==> src/rtl/cvt_pkg.sv <==
// Operation
// - flag overflow when converted magnitude reaches 2^16, masked or not
// - masked overflow returns infinity carrying the source sign
// - set inexact flag when the half result is not exact
// - masked inexact returns the rounded bounded-exponent result
// - unmasked inexact reported only without unmasked overflow or underflow
// - flush-tiny-to-zero control is ignored; behave as if it were 0
// - subnormal source, its mask set, inexact or tiny unmasked: set three flags
// - feature word: bit 28 vector extension, bit 29 half conversion
// - flag tiny result below 2^-14, plus inexact when inexact
// - immediate bit 2 clear: bits 1:0 pick rounding, else control field
`default_nettype none
package cvt_pkg;
  // ****************************************
  // bus and register map
  // ****************************************
  localparam int          ADDR_W        = 8;
  localparam logic [7:0]  OFS_CSR       = 8'h00;
  localparam logic [7:0]  OFS_SRC       = 8'h04;
  localparam logic [7:0]  OFS_IMM       = 8'h08;
  localparam logic [7:0]  OFS_RESULT    = 8'h0C;
  localparam logic [7:0]  OFS_FEATURE   = 8'h10;
  localparam logic [7:0]  OFS_IRQ_STAT  = 8'h14;
  localparam logic [7:0]  OFS_IRQ_MASK  = 8'h18;
  localparam logic [1:0]  RESP_OKAY     = 2'h0;
  localparam logic [1:0]  RESP_SLVERR   = 2'h2;
  // ****************************************
  // control/status field layout
  // ****************************************
  localparam int          FLG_INV       = 0;
  localparam int          FLG_DEN       = 1;
  localparam int          FLG_OVF       = 3;
  localparam int          FLG_TINY      = 4;
  localparam int          FLG_INEX      = 5;
  localparam int          MASK_SHIFT    = 7;
  localparam int          RSEL_LSB      = 13;
  localparam int          FLUSH_BIT     = 15;
  localparam logic [31:0] CSR_RESET     = 32'h0000_1F80;
  localparam logic [31:0] CSR_WMASK     = 32'h0000_FFBF;
  localparam logic [5:0]  FLAGS_ALL     = 6'h3F;
  // ****************************************
  // feature word and immediate
  // ****************************************
  localparam int          FEAT_VEC_BIT  = 28;
  localparam int          FEAT_HALF_BIT = 29;
  localparam int          IMM_MS_BIT    = 2;
  localparam int          RES_FAULT_BIT = 16;
  localparam int          IRQ_DONE      = 0;
  localparam int          IRQ_FAULT     = 1;
  localparam logic [1:0]  RM_NEAREST    = 2'h0;
  localparam logic [1:0]  RM_DOWN       = 2'h1;
  localparam logic [1:0]  RM_UP         = 2'h2;
  localparam logic [1:0]  RM_TRUNC      = 2'h3;
  // ****************************************
  // number formats
  // ****************************************
  localparam logic signed [9:0] EXP_REBIAS = 10'sh070;
  localparam logic signed [9:0] HEXP_MAX   = 10'sh01F;
  localparam logic [7:0]  SEXP_SPECIAL  = 8'hFF;
  localparam logic [4:0]  HEXP_SPECIAL  = 5'h1F;
  localparam logic [4:0]  SHIFT_MAX     = 5'h19;
  localparam logic [14:0] HALF_INF_MAG  = 15'h7C00;
endpackage
`default_nettype wire

==> src/rtl/single_to_half_convert.sv <==
`timescale 1ns/1ps
`default_nettype none
module single_to_half_convert (
  // clock and reset
  input  wire logic        CORE_CLK,
  input  wire logic        RST,
  // write address channel
  input  wire logic [7:0]  S_AXI_AWADDR,
  input  wire logic        S_AXI_AWVALID,
  output logic             S_AXI_AWREADY,
  // write data channel
  input  wire logic [31:0] S_AXI_WDATA,
  input  wire logic [3:0]  S_AXI_WSTRB,
  input  wire logic        S_AXI_WVALID,
  output logic             S_AXI_WREADY,
  // write response channel
  output logic [1:0]       S_AXI_BRESP,
  output logic             S_AXI_BVALID,
  input  wire logic        S_AXI_BREADY,
  // read address channel
  input  wire logic [7:0]  S_AXI_ARADDR,
  input  wire logic        S_AXI_ARVALID,
  output logic             S_AXI_ARREADY,
  // read data channel
  output logic [31:0]      S_AXI_RDATA,
  output logic [1:0]       S_AXI_RRESP,
  output logic             S_AXI_RVALID,
  input  wire logic        S_AXI_RREADY,
  // interrupt
  output logic             IRQ
);

  // ****************************************
  // helper functions
  // ****************************************

  // merge written bytes into an old word
  function automatic logic [31:0] strobe_merge(input logic [31:0] old_v,
      input logic [31:0] new_v, input logic [3:0] strb);
    logic [31:0] r;
    r = old_v;
    for (int i = 0; i < 4; i++) begin
      if (strb[i]) begin
        r[i*8 +: 8] = new_v[i*8 +: 8];
      end
    end
    return r;
  endfunction

  // word-align a bus address
  function automatic logic [7:0] align(input logic [7:0] a);
    return {a[7:2], 2'h0};
  endfunction

  // single to half core: {nan,snan,den,tiny,ovf,inex,half}
  function automatic logic [21:0] convert(input logic [31:0] v,
      input logic [1:0] rm);
    logic              s;
    logic [7:0]        e;
    logic [22:0]       m;
    logic signed [9:0] he;
    logic [4:0]        sh;
    logic [47:0]       ext;
    logic [10:0]       kept;
    logic              g;
    logic              st;
    logic              inc;
    logic              nan;
    logic              snan;
    logic              inf;
    logic              den;
    logic              zero;
    logic              tiny;
    logic              ovf;
    logic              inex;
    logic [15:0]       sum;
    logic [15:0]       h;
    s    = v[31];
    e    = v[30:23];
    m    = v[22:0];
    nan  = (e == cvt_pkg::SEXP_SPECIAL) && (m != 23'h0);
    snan = nan && !m[22];
    inf  = (e == cvt_pkg::SEXP_SPECIAL) && (m == 23'h0);
    den  = (e == 8'h0) && (m != 23'h0);
    zero = (e == 8'h0) && (m == 23'h0);
    he   = $signed({2'h0, e}) - cvt_pkg::EXP_REBIAS;
    // denormalising shift for results below the half normal range
    if (he >= 10'sh001) begin
      sh = 5'h0;
    end else if (he < -10'sh017) begin
      sh = cvt_pkg::SHIFT_MAX;
    end else begin
      sh = 5'(10'sh001 - he);
    end
    ext  = {1'b1, m, 24'h0} >> sh;
    kept = ext[47:37];
    g    = ext[36];
    st   = |ext[35:0];
    if (den) begin
      kept = 11'h0;
      g    = 1'b0;
      st   = 1'b1;
    end
    // increment per rounding mode
    case (rm)
      cvt_pkg::RM_NEAREST: inc = g && (st || kept[0]);
      cvt_pkg::RM_DOWN:    inc = s && (g || st);
      cvt_pkg::RM_UP:      inc = !s && (g || st);
      default:             inc = 1'b0;
    endcase
    sum  = {1'b0, (he >= 10'sh001) ? he[4:0] : 5'h0, kept[9:0]}
           + {15'h0, inc};
    tiny = (he < 10'sh001) && !zero;
    ovf  = !nan && !inf && ((he >= cvt_pkg::HEXP_MAX)
           || (sum[14:10] == cvt_pkg::HEXP_SPECIAL));
    // an overflowing value has no exact half form either
    inex = (g || st || ovf) && !nan && !inf && !zero;
    if (nan) begin
      h = {s, cvt_pkg::HEXP_SPECIAL, 1'b1, m[21:13]};
    end else if (inf || ovf) begin
      h = {s, cvt_pkg::HALF_INF_MAG};
    end else begin
      h = {s, sum[14:0]};
    end
    return {nan, snan, den, tiny, ovf, inex, h};
  endfunction

  // ****************************************
  // state
  // ****************************************
  logic        aw_have_q, aw_have_d;
  logic        w_have_q,  w_have_d;
  logic [7:0]  awaddr_q,  awaddr_d;
  logic [31:0] wdata_q,   wdata_d;
  logic [3:0]  wstrb_q,   wstrb_d;
  logic        bvalid_q,  bvalid_d;
  logic [1:0]  bresp_q,   bresp_d;
  logic        rvalid_q,  rvalid_d;
  logic [31:0] rdata_q,   rdata_d;
  logic [1:0]  rresp_q,   rresp_d;
  logic [31:0] csr_q,     csr_d;
  logic [31:0] src_q,     src_d;
  logic [7:0]  imm_q,     imm_d;
  logic [15:0] res_q,     res_d;
  logic        fault_q,   fault_d;
  logic        go_q,      go_d;
  logic [1:0]  irq_st_q,  irq_st_d;
  logic [1:0]  irq_mk_q,  irq_mk_d;

  // ****************************************
  // conversion datapath
  // ****************************************
  logic [1:0]  rmode;
  logic [21:0] cv;
  logic [5:0]  masks;
  logic [5:0]  new_flags;
  logic        do_write;
  logic        ar_fire;

  // rounding select; flush-tiny-to-zero bit is never consulted
  assign rmode = imm_q[cvt_pkg::IMM_MS_BIT]
                 ? csr_q[cvt_pkg::RSEL_LSB +: 2] : imm_q[1:0];
  assign cv    = convert(src_q, rmode);
  assign masks = csr_q[cvt_pkg::MASK_SHIFT +: 6];

  // flags raised by this conversion
  always_comb begin
    new_flags = 6'h0;
    new_flags[cvt_pkg::FLG_INV]  = cv[20];
    new_flags[cvt_pkg::FLG_DEN]  = cv[19];
    new_flags[cvt_pkg::FLG_OVF]  = cv[17];
    new_flags[cvt_pkg::FLG_TINY] = cv[18];
    // inexact withheld behind an unmasked overflow or underflow
    new_flags[cvt_pkg::FLG_INEX] = cv[16] && !(
        (cv[17] && !masks[cvt_pkg::FLG_OVF]) ||
        (cv[18] && !masks[cvt_pkg::FLG_TINY]));
    // subnormal source with its mask set, and inexact or tiny unmasked, forces three flags
    if (cv[19] && masks[cvt_pkg::FLG_DEN] &&
        (!masks[cvt_pkg::FLG_INEX] || !masks[cvt_pkg::FLG_TINY])) begin
      new_flags[cvt_pkg::FLG_DEN]  = 1'b1;
      new_flags[cvt_pkg::FLG_TINY] = 1'b1;
      new_flags[cvt_pkg::FLG_INEX] = 1'b1;
    end
  end

  // ****************************************
  // bus handshakes
  // ****************************************
  assign S_AXI_AWREADY = !aw_have_q;
  assign S_AXI_WREADY  = !w_have_q;
  assign S_AXI_ARREADY = !rvalid_q;
  assign S_AXI_BVALID  = bvalid_q;
  assign S_AXI_BRESP   = bresp_q;
  assign S_AXI_RVALID  = rvalid_q;
  assign S_AXI_RDATA   = rdata_q;
  assign S_AXI_RRESP   = rresp_q;
  assign IRQ           = |(irq_st_q & irq_mk_q);
  assign do_write      = aw_have_q && w_have_q && !bvalid_q;
  assign ar_fire       = S_AXI_ARVALID && !rvalid_q;

  // next state of bus, registers and converter
  always_comb begin
    aw_have_d = aw_have_q;
    w_have_d  = w_have_q;
    awaddr_d  = awaddr_q;
    wdata_d   = wdata_q;
    wstrb_d   = wstrb_q;
    bvalid_d  = bvalid_q;
    bresp_d   = bresp_q;
    rvalid_d  = rvalid_q;
    rdata_d   = rdata_q;
    rresp_d   = rresp_q;
    csr_d     = csr_q;
    src_d     = src_q;
    imm_d     = imm_q;
    res_d     = res_q;
    fault_d   = fault_q;
    go_d      = 1'b0;
    irq_st_d  = irq_st_q;
    irq_mk_d  = irq_mk_q;
    // capture address and data in either order
    if (S_AXI_AWVALID && !aw_have_q) begin
      aw_have_d = 1'b1;
      awaddr_d  = align(S_AXI_AWADDR);
    end
    if (S_AXI_WVALID && !w_have_q) begin
      w_have_d = 1'b1;
      wdata_d  = S_AXI_WDATA;
      wstrb_d  = S_AXI_WSTRB;
    end
    if (bvalid_q && S_AXI_BREADY) begin
      bvalid_d = 1'b0;
    end
    // register write once both halves are held
    if (do_write) begin
      aw_have_d = 1'b0;
      w_have_d  = 1'b0;
      bvalid_d  = 1'b1;
      bresp_d   = cvt_pkg::RESP_OKAY;
      if (awaddr_q == cvt_pkg::OFS_CSR) begin
        csr_d = strobe_merge(csr_q, wdata_q, wstrb_q) & cvt_pkg::CSR_WMASK;
      end else if (awaddr_q == cvt_pkg::OFS_SRC) begin
        src_d = strobe_merge(src_q, wdata_q, wstrb_q);
        go_d  = 1'b1;
      end else if (awaddr_q == cvt_pkg::OFS_IMM) begin
        imm_d = wstrb_q[0] ? wdata_q[7:0] : imm_q;
      end else if (awaddr_q == cvt_pkg::OFS_IRQ_MASK) begin
        irq_mk_d = wstrb_q[0] ? wdata_q[1:0] : irq_mk_q;
      end else if (awaddr_q == cvt_pkg::OFS_RESULT ||
                   awaddr_q == cvt_pkg::OFS_FEATURE ||
                   awaddr_q == cvt_pkg::OFS_IRQ_STAT) begin
        bresp_d = cvt_pkg::RESP_OKAY;
      end else begin
        bresp_d = cvt_pkg::RESP_SLVERR;
      end
    end
    if (rvalid_q && S_AXI_RREADY) begin
      rvalid_d = 1'b0;
    end
    // register read; status of interrupts clears on read
    if (ar_fire) begin
      rvalid_d = 1'b1;
      rresp_d  = cvt_pkg::RESP_OKAY;
      rdata_d  = 32'h0;
      if (align(S_AXI_ARADDR) == cvt_pkg::OFS_CSR) begin
        rdata_d = csr_q;
      end else if (align(S_AXI_ARADDR) == cvt_pkg::OFS_SRC) begin
        rdata_d = src_q;
      end else if (align(S_AXI_ARADDR) == cvt_pkg::OFS_IMM) begin
        rdata_d = {24'h0, imm_q};
      end else if (align(S_AXI_ARADDR) == cvt_pkg::OFS_RESULT) begin
        rdata_d = {15'h0, fault_q, res_q};
      end else if (align(S_AXI_ARADDR) == cvt_pkg::OFS_FEATURE) begin
        rdata_d[cvt_pkg::FEAT_VEC_BIT]  = 1'b1;
        rdata_d[cvt_pkg::FEAT_HALF_BIT] = 1'b1;
      end else if (align(S_AXI_ARADDR) == cvt_pkg::OFS_IRQ_STAT) begin
        rdata_d  = {30'h0, irq_st_q};
        irq_st_d = 2'h0;
      end else if (align(S_AXI_ARADDR) == cvt_pkg::OFS_IRQ_MASK) begin
        rdata_d = {30'h0, irq_mk_q};
      end else begin
        rresp_d = cvt_pkg::RESP_SLVERR;
      end
    end
    // conversion result; new flags win over a same-cycle write
    if (go_q) begin
      res_d   = cv[15:0];
      csr_d[5:0] = csr_d[5:0] | new_flags;
      fault_d = |(new_flags & ~masks);
      irq_st_d[cvt_pkg::IRQ_DONE] = 1'b1;
      if (|(new_flags & ~masks)) begin
        irq_st_d[cvt_pkg::IRQ_FAULT] = 1'b1;
      end
    end
  end

  // registers
  always_ff @(posedge CORE_CLK or posedge RST) begin
    if (RST) begin
      aw_have_q <= 1'b0;
      w_have_q  <= 1'b0;
      awaddr_q  <= 8'h0;
      wdata_q   <= 32'h0;
      wstrb_q   <= 4'h0;
      bvalid_q  <= 1'b0;
      bresp_q   <= 2'h0;
      rvalid_q  <= 1'b0;
      rdata_q   <= 32'h0;
      rresp_q   <= 2'h0;
      csr_q     <= cvt_pkg::CSR_RESET;
      src_q     <= 32'h0;
      imm_q     <= 8'h0;
      res_q     <= 16'h0;
      fault_q   <= 1'b0;
      go_q      <= 1'b0;
      irq_st_q  <= 2'h0;
      irq_mk_q  <= 2'h0;
    end else begin
      aw_have_q <= aw_have_d;
      w_have_q  <= w_have_d;
      awaddr_q  <= awaddr_d;
      wdata_q   <= wdata_d;
      wstrb_q   <= wstrb_d;
      bvalid_q  <= bvalid_d;
      bresp_q   <= bresp_d;
      rvalid_q  <= rvalid_d;
      rdata_q   <= rdata_d;
      rresp_q   <= rresp_d;
      csr_q     <= csr_d;
      src_q     <= src_d;
      imm_q     <= imm_d;
      res_q     <= res_d;
      fault_q   <= fault_d;
      go_q      <= go_d;
      irq_st_q  <= irq_st_d;
      irq_mk_q  <= irq_mk_d;
    end
  end

  // writes to the control word in this cycle
  logic csr_wr;
  assign csr_wr = do_write && (awaddr_q == cvt_pkg::OFS_CSR);
endmodule
`default_nettype wire

==> config.mk <==
export PLATFORM = sky130hd
export DESIGN_NAME = single_to_half_convert
export DESIGN_NICKNAME = d
export VERILOG_FILES = /design/src/rtl/cvt_pkg.sv /design/src/rtl/single_to_half_convert.sv
export SDC_FILE = /design/constraint.sdc
export NUM_CORES = 1
export LEC_CHECK = 0
export BUFFER_PORTS_ARGS = -buffer_cell sky130_fd_sc_hd__buf_2
export CAP_MARGIN = 20
export CORE_ASPECT_RATIO = 0.8
export CORE_MARGIN = 2
export CORE_UTILIZATION = 59
export CTS_CLUSTER_DIAMETER = 150
export CTS_CLUSTER_SIZE = 40
export DETAILED_ROUTE_END_ITERATION = 6
export PLACE_DENSITY = 0.8
export SYNTH_ARGS = -nofsm -noshare
export SYNTH_HDL_FRONTEND = slang
export SYNTH_SLANG_ARGS = --single-unit
export TNS_END_PERCENT = 50
==> constraint.sdc <==
create_clock -name CORE_CLK -period 6.2 [get_ports CORE_CLK]
set_input_delay 0.93 -clock CORE_CLK [delete_from_list [all_inputs] [get_ports CORE_CLK]]
set_output_delay 0.93 -clock CORE_CLK [all_outputs]
set_load 0.02 [all_outputs]
== Word-level counts from Yosys, hierarchy flattened ==
Cells that the tools add are included.
Operators by class
  $add $sub $neg: 3
  order comparisons: 4
  eq/ne operators: 21
  shift-type cells: 1
  multiplexer cells: 57
  bitwise operators: 7
  reductions and logical operators: 72
Operator list (number)
  two-way mux 32 bit: 4
  two-way mux 2 bit: 26
  right shift 48 x 5 -> 47 bit: 1
  == test 6 x 3 -> 1 bit (second input constant): 6
  OR reduction 36 bit: 1
  two-way mux 15 bit: 2
  two-way mux 28 bit: 1
  logical AND 1 bit: 26
  == test 6 x 2 -> 1 bit (second input constant): 4
  two-way mux 6 bit: 4
  logical NOT 23 bit: 1
  nonzero test 23 bit: 1
  logical NOT 8 bit: 2
  AND reduction 4 bit: 4
  adder 15 x 1 -> 15 bit: 1
  two-way mux 1 bit: 15
  two-way mux 5 bit: 3
  logical NOT 1 bit: 13
  == test 6 x 1 -> 1 bit (second input constant): 2
  nonzero test 2 bit: 6
  two-way mux 10 bit: 1
  != test 2 bit (second input constant): 5
  greater-or-equal comparator 9 x 2 -> 1 bit (second input constant): 1
  greater-or-equal comparator 9 x 6 -> 1 bit (second input constant): 1
  other kinds (23): 34
Word-level totals
  register bits after elaboration: 159
  bits of input ports: 59
  logic and storage cells: 189

== Logic depth before layout (Yosys ltp) ==
  depth after elaboration: 24
  mapped depth: 25

== Least setup slack after synthesis ==
OpenSTA, ideal clock, no wires.
  kind: register -> register
  start point: reg src_q[27]
  end point: reg res_q[1]
  data arrival time: 5363 ps
  data required time: 6074 ps
  setup slack: 711 ps
  stages on the path, launching flop included: 25
  buffers on the path: 4
  clock period less this slack: 5489 ps
  path through: dfrtp_1 buf_2 inv_1 ha_1 buf_2 nor3b_4 nand2_1 o211ai_1 buf_2 nand2_1 clkbuf_1 or3_1 a211o_1 a21oi_1 o2111ai_1 a2111oi_0 a211oi_1 ha_1 ha_1 and2_1 nand3_2 mux2_4 o31a_1 and3_4 a221o_1
Between the ends
  word-level cells in the longest chain between the ends: 17
  elaborated cells between the ends (all ways): 34
  those cells by class: add/sub (3); order compare (3); eq/ne (2); shift (1); mux (9); reduce/logical (16)
Ends and longest elaborated chain
  from (decl): RTL line single_to_half_convert.sv:142  | logic [31:0] src_q, src_d;
  from (signal assigned): RTL line single_to_half_convert.sv:330  | src_q <= src_d;
  subtractor 8 x 7 -> 9 bit: RTL line single_to_half_convert.sv:86  | he = $signed({2'h0, e}) - cvt_pkg::EXP_REBIAS;
  < comparator 9 x 6 -> 1 bit / subtractor 2 x 5 -> 5 bit (equally long branches): RTL line single_to_half_convert.sv:90, single_to_half_convert.sv:93
  two-way mux 5 bit: RTL line single_to_half_convert.sv:90  | end else if (he < -10'sh017) begin
  two-way mux 5 bit: RTL line single_to_half_convert.sv:88  | if (he >= 10'sh001) begin
  right shift 48 x 5 -> 47 bit: RTL line single_to_half_convert.sv:95  | ext = {1'b1, m, 24'h0} >> sh;
  OR reduction 36 bit: RTL line single_to_half_convert.sv:98  | st = |ext[35:0];
  two-way mux 1 bit: RTL line single_to_half_convert.sv:99  | if (den) begin
  logical OR 1 bit, on equally long branches: RTL line single_to_half_convert.sv:107, single_to_half_convert.sv:108, single_to_half_convert.sv:106
  logical AND 1 bit, on equally long branches: RTL line single_to_half_convert.sv:108, single_to_half_convert.sv:106, single_to_half_convert.sv:107
  one-hot mux 1 bit (3 select lines): RTL line single_to_half_convert.sv:105  | case (rm)
  adder 15 x 1 -> 15 bit: RTL line single_to_half_convert.sv:112  | + {15'h0, inc};
  == test 5 bit: RTL line single_to_half_convert.sv:115  | || (sum[14:10] == cvt_pkg::HEXP_SPECIAL));
  logical OR 1 bit: RTL line single_to_half_convert.sv:115
  logical AND 1 bit: RTL line single_to_half_convert.sv:114  | ovf = !nan && !inf && ((he >= cvt_pkg::HEXP_MAX)
  logical OR 1 bit: RTL line single_to_half_convert.sv:120  | end else if (inf || ovf) begin
  two-way mux 15 bit: RTL line single_to_half_convert.sv:120
  two-way mux 15 bit *: RTL line single_to_half_convert.sv:118  | if (nan) begin
  to (signal assigned): RTL line single_to_half_convert.sv:332  | res_q <= res_d;
  to (decl): RTL line single_to_half_convert.sv:144  | logic [15:0] res_q, res_d;
Mark *: on every way between the ends. The rest lies on a longest branch, timed or not.
A chain may end at the register's enable or synchronous reset.

== Final worst setup path ==
  start point: reg src_q[28]
  end point: reg res_q[0]
Between the ends
  word-level cells in the longest chain between the ends: 17
  elaborated cells between the ends (all ways): 33
  those cells by class: add/sub (2); order compare (3); eq/ne (2); shift (1); mux (9); reduce/logical (16)
Ends and longest elaborated chain (RTL line)
  subtractor 8 x 7 -> 9 bit: single_to_half_convert.sv:86
  < comparator 9 x 6 -> 1 bit: single_to_half_convert.sv:90
  two-way mux 5 bit: single_to_half_convert.sv:90
  two-way mux 5 bit: single_to_half_convert.sv:88
  right shift 48 x 5 -> 47 bit: single_to_half_convert.sv:95
  OR reduction 36 bit: single_to_half_convert.sv:98
  two-way mux 1 bit: single_to_half_convert.sv:99
  logical OR 1 bit, on equally long branches: single_to_half_convert.sv:107, single_to_half_convert.sv:108, single_to_half_convert.sv:106
  logical AND 1 bit, on equally long branches: single_to_half_convert.sv:108, single_to_half_convert.sv:106, single_to_half_convert.sv:107
  one-hot mux 1 bit (3 select lines): single_to_half_convert.sv:105
  adder 15 x 1 -> 15 bit: single_to_half_convert.sv:112
  == test 5 bit: single_to_half_convert.sv:115
  logical OR 1 bit: single_to_half_convert.sv:115
  logical AND 1 bit: single_to_half_convert.sv:114
  logical OR 1 bit: single_to_half_convert.sv:120
  two-way mux 15 bit: single_to_half_convert.sv:120
  two-way mux 15 bit *: single_to_half_convert.sv:118
Marks and branches as above.

==> results.sh <==
export IMPL_status="finished clean"
export IMPL_hold_end="S_AXI_RDATA[4]"
export IMPL_viasPerCell=6.61
export IMPL_pwr_share_clk_pct=20.3
export IMPL_met1_usage_pct=46.9
export IMPL_cts_sinks=157
export IMPL_finalHoldViolCount=0
export IMPL_finClkSkew_ps=9.70
export IMPL_power_density_nw_per_um2=507
export IMPL_switching_share_pct=43.3
export IMPL_p_seq_share_pct=36.2
export IMPL_leakagePower_nw=4.65
export IMPL_drc=0
export IMPL_grt_pass1_wl_um=39600
export IMPL_vias=7593
export IMPL_grt_antenna_before_repair=1
export IMPL_hold_start="S_AXI_RDATA[4]"
export IMPL_maxSlewHeadroom_pct=34.0
export IMPL_syn_to_final_growth_pct=14.0
export IMPL_cts_tree="yes"
export IMPL_slew_viol_final=0
export IMPL_clkLatencyLatePin_ps=420
export IMPL_cp_end_kind="flip-flop"
export IMPL_overflow=0
export IMPL_gp_congestion=1.04
export IMPL_fin_setup_tns_ps=0
export IMPL_yosys_register_bits=157
export IMPL_drt_pass1_iterations=5
export IMPL_gr_usage_met3_pct=9.91
export IMPL_path_cells="inv_1, ha_1, nor3b_4, nand2_1, o211a_1, or4_1, o31ai_1, nor3_1, o41ai_2, o2111ai_1, a2111oi_1, a211oi_1, ha_1, ha_1, and2_1, nand3_2, mux2_4, o31a_1, and3_4, a221o_1"
export IMPL_num_rows=40
export IMPL_critPathBufInv=1
export IMPL_finalSetupViolCount=0
export IMPL_worst_pin_slew_ps=988
export IMPL_hp_class="flip-flop to flip-flop"
export IMPL_num_fill_cells=1175
export IMPL_fp_coreArea_um2=14900
export IMPL_place_area_um2=9520
export IMPL_numCtsBuffers=17
export IMPL_rr_startpoint="src_q[28]"
export IMPL_port_buffers=94
export IMPL_worst_hold_path_num_cells=2
export IMPL_cpLargestDelayFamily="compound AO/OA/AOI/OAI gates"
export IMPL_critPathMaxStageDelay_ps=540
export IMPL_grt_max_degree=102
export IMPL_cpMostUsedCell="ha_1"
export IMPL_ir_drop_v=0.000342
export IMPL_power_frac_comb_pct=43.5
export IMPL_cp_required_ps=6500
export IMPL_boundaryPins=101
export IMPL_seq_area_um2=3940
export IMPL_avgSynthCellArea_um2=10.3
export IMPL_intPower_mw=2.92
export IMPL_synth_edf_count=0
export IMPL_path_clk_slew_ps=60
export IMPL_nets=1016
export IMPL_cts_max_path_buffers=2
export IMPL_grt_pass1_vias=7117
export IMPL_worstReg2RegEnd="res_q[0]"
export IMPL_routedWlPerCell_um=21.7
export IMPL_power_switching_mw=2.22
export IMPL_period_share_pct=96.2
export IMPL_max_freq_mhz=168
export IMPL_path_class="flip-flop to flip-flop"
export IMPL_die_y_um=114
export IMPL_synth_cell_types=88
export IMPL_multi_input_area_um2=4650
export IMPL_drt_iter0_markers=1041
export IMPL_dieArea_um2=16100
export IMPL_post_route_min_period_ps=5960
export IMPL_worstPathArrival_ps=6270
export IMPL_synth_seq_area_share_pct=44.3
export IMPL_die_width_um=141
export IMPL_root_buffer="clkbuf_16"
export IMPL_dpl_hpwl_um=18000
export IMPL_synth_cell_area_um2=8890
export IMPL_cp_slowest_cell="dfrtp_1"
export IMPL_start_util_pct=59.8
export IMPL_synth_ff_type="dfrtp_1"
export IMPL_top_usage_layer="met1"
export IMPL_yosys_warnings=0
export IMPL_drv_cap=0
export IMPL_gr_usage_met2_pct=45.4
export IMPL_r2r_cells=20
export IMPL_grt_use_total_pct=31.9
export IMPL_post_cts_setup_buffers=0
export IMPL_fin_area_um2=10100
export IMPL_htreeDepth=4
export IMPL_worstSetupStartpointType="flip-flop"
export IMPL_crit_fanout=9
export IMPL_r2r_slack_ps=240
export IMPL_antenna_left=0
export IMPL_async_reset_ff_share_pct=100
export IMPL_drive_gt1_share_pct=29.7
export IMPL_wirelength_um=24900
export IMPL_synthCells=863
-- cells by family (layout without fill, tap and decap cells) --
logic type / Yosys count / after routing / synth area share, %
and+or+nand+nor: 249 / 249 / 14.2
AOI/OAI and AO/OA: 229 / 229 / 19.0
DFF: 157 / 157 / 44.3
muxes: 122 / 122 / 15.4
buffers and inverters: 77 / 171 / 3.81
xor gates and xnor gates: 16 / 16 / 1.58
adders and majority gates: 12 / 12 / 1.69
other: 1 / 3 / 0.0422
-- metal layers --
layer	up-vias	wire, µm
met4	0	667
met5	-	0
li1	3409	-
met1	3633	11100
met3	77	2940
met2	474	10200
-- worst reg2reg max path, cell delays in order (launching register included) --
cell       delay (ps)
dfrtp_1           540
inv_1             130
ha_1              340
nor3b_4           310
nand2_1           140
o211a_1           400
or4_1             550
o31ai_1           110
nor3_1            160
o41ai_2           380
o2111ai_1         240
a2111oi_1         450
a211oi_1          110
ha_1              240
ha_1              250
and2_1            170
nand3_2           120
mux2_4            320
o31a_1            320
and3_4            230
a221o_1           340
-- worst max-delay path by stage --
stage / cells after the start / from / to
4_1_cts: 20 / src_q[28] / fault_q
3_3_place_gp: 20 / src_q[28] / res_q[0]
3_5_place_dp: 20 / src_q[28] / fault_q
2_1_floorplan: 24 / src_q[27] / res_q[1]
6_report: 20 / src_q[28] / res_q[0]
5_1_grt: 20 / src_q[27] / res_q[0]
-- Yosys cell counts (all sizes together), types with 4 or more instances --
cell type	instances	area, µm²
clkbuf	30	113
nand2	84	315
buf	22	133
a31o	6	52.6
dfstp	6	158
xor2	5	43.8
nand2b	7	43.8
mux2	103	1160
nor2b	7	43.8
nor4	9	62.6
nand3	21	128
or4	4	30.0
dfrtp	151	3780
o211ai	8	60.1
nor2	47	195
nor3	20	100
nand4	9	56.3
and3	13	86.3
inv	24	90.1
and2	7	43.8
a211oi	5	42.5
nor3b	5	48.8
a22o	26	228
a21o	5	37.5
or3	9	56.3
a21oi	31	166
a22oi	16	135
o311a	4	40.0
o211a	4	40.0
o21ai	47	243
o21a	7	52.6
o22ai	8	62.6
o221ai	5	43.8
ha	12	150
o31ai	11	96.3
xnor2	11	96.3
a31oi	11	68.8
mux2i	19	203
-- cells in the final DEF, fill, tap and decap left out, drive strengths merged, types with 6 or more instances in the layout --
| master | count |
|---|---|
| dfrtp | 151 |
| buf | 114 |
| mux2 | 103 |
| nand2 | 84 |
| nor2 | 47 |
| o21ai | 47 |
| a21oi | 31 |
| inv | 27 |
| a22o | 26 |
| nand3 | 21 |
| nor3 | 20 |
| clkbuf | 20 |
| mux2i | 19 |
| a22oi | 16 |
| and3 | 13 |
| ha | 12 |
| xnor2 | 11 |
| a31oi | 11 |
| o31ai | 11 |
| or3 | 9 |
| nand4 | 9 |
| nor4 | 9 |
| o211ai | 8 |
| o22ai | 8 |
| nand2b | 7 |
| and2 | 7 |
| o21a | 7 |
| nor2b | 7 |
| dfstp | 6 |
| a31o | 6 |
| clkinv | 6 |
-- power by group through the flow --
stage | combinational, mW | clock, mW | sequential (mW)
3_5_place_dp | 2.13 | 0 | 1.84
6_report | 2.24 | 1.04 | 1.86
4_1_cts | 2.15 | 1.06 | 1.83
2_1_floorplan | 1.66 | 0 | 1.61
3_3_place_gp | 2.08 | 0 | 1.82
5_1_grt | 2.40 | 1.10 | 1.90
-- what timing repair did --
action / 4_1_cts / 5_1_grt
endpoints found under the setup margin: 0 / 5
resized for setup: 0 / 5
hold buffers: 0 / 0
-- through the flow --
step	util, %	std cells	total power, mW	setup slack [ps]	hold WS, ps
CTS	68.0	1147	5.04	203	482
global route	68.1	1147	5.40	-54.9	498
detailed placement	64.0	1115	3.97	223	468
floorplan	-	864	3.28	711	451
finish	68.2	1148	5.14	236	474
global placement	64.0	1115	3.91	424	457
-- final cells by class --
type	instances	share of cell area, %
inverters	25	0.976
clock buffers	20	4.51
well taps	189	2.33
clock inverters	12	1.32
repair buffers	114	6.12
multi-input cells	630	45.9
diodes	1	0.0247
flip-flops and latches	157	38.8
-- sequential cells by signal, summed over array words and instances, names as in the netlist, 2 cells and up --
| signal | cells |
|---|---|
| irq_mk_q | 2 |
| S_AXI_RDATA | 32 |
| irq_st_q | 2 |
| awaddr_q | 6 |
| csr_q | 15 |
| res_q | 16 |
| src_q | 32 |
| wdata_q | 32 |
| imm_q | 8 |
| wstrb_q | 4 |
No activity file was read; power rests on OpenSTA's default activity.
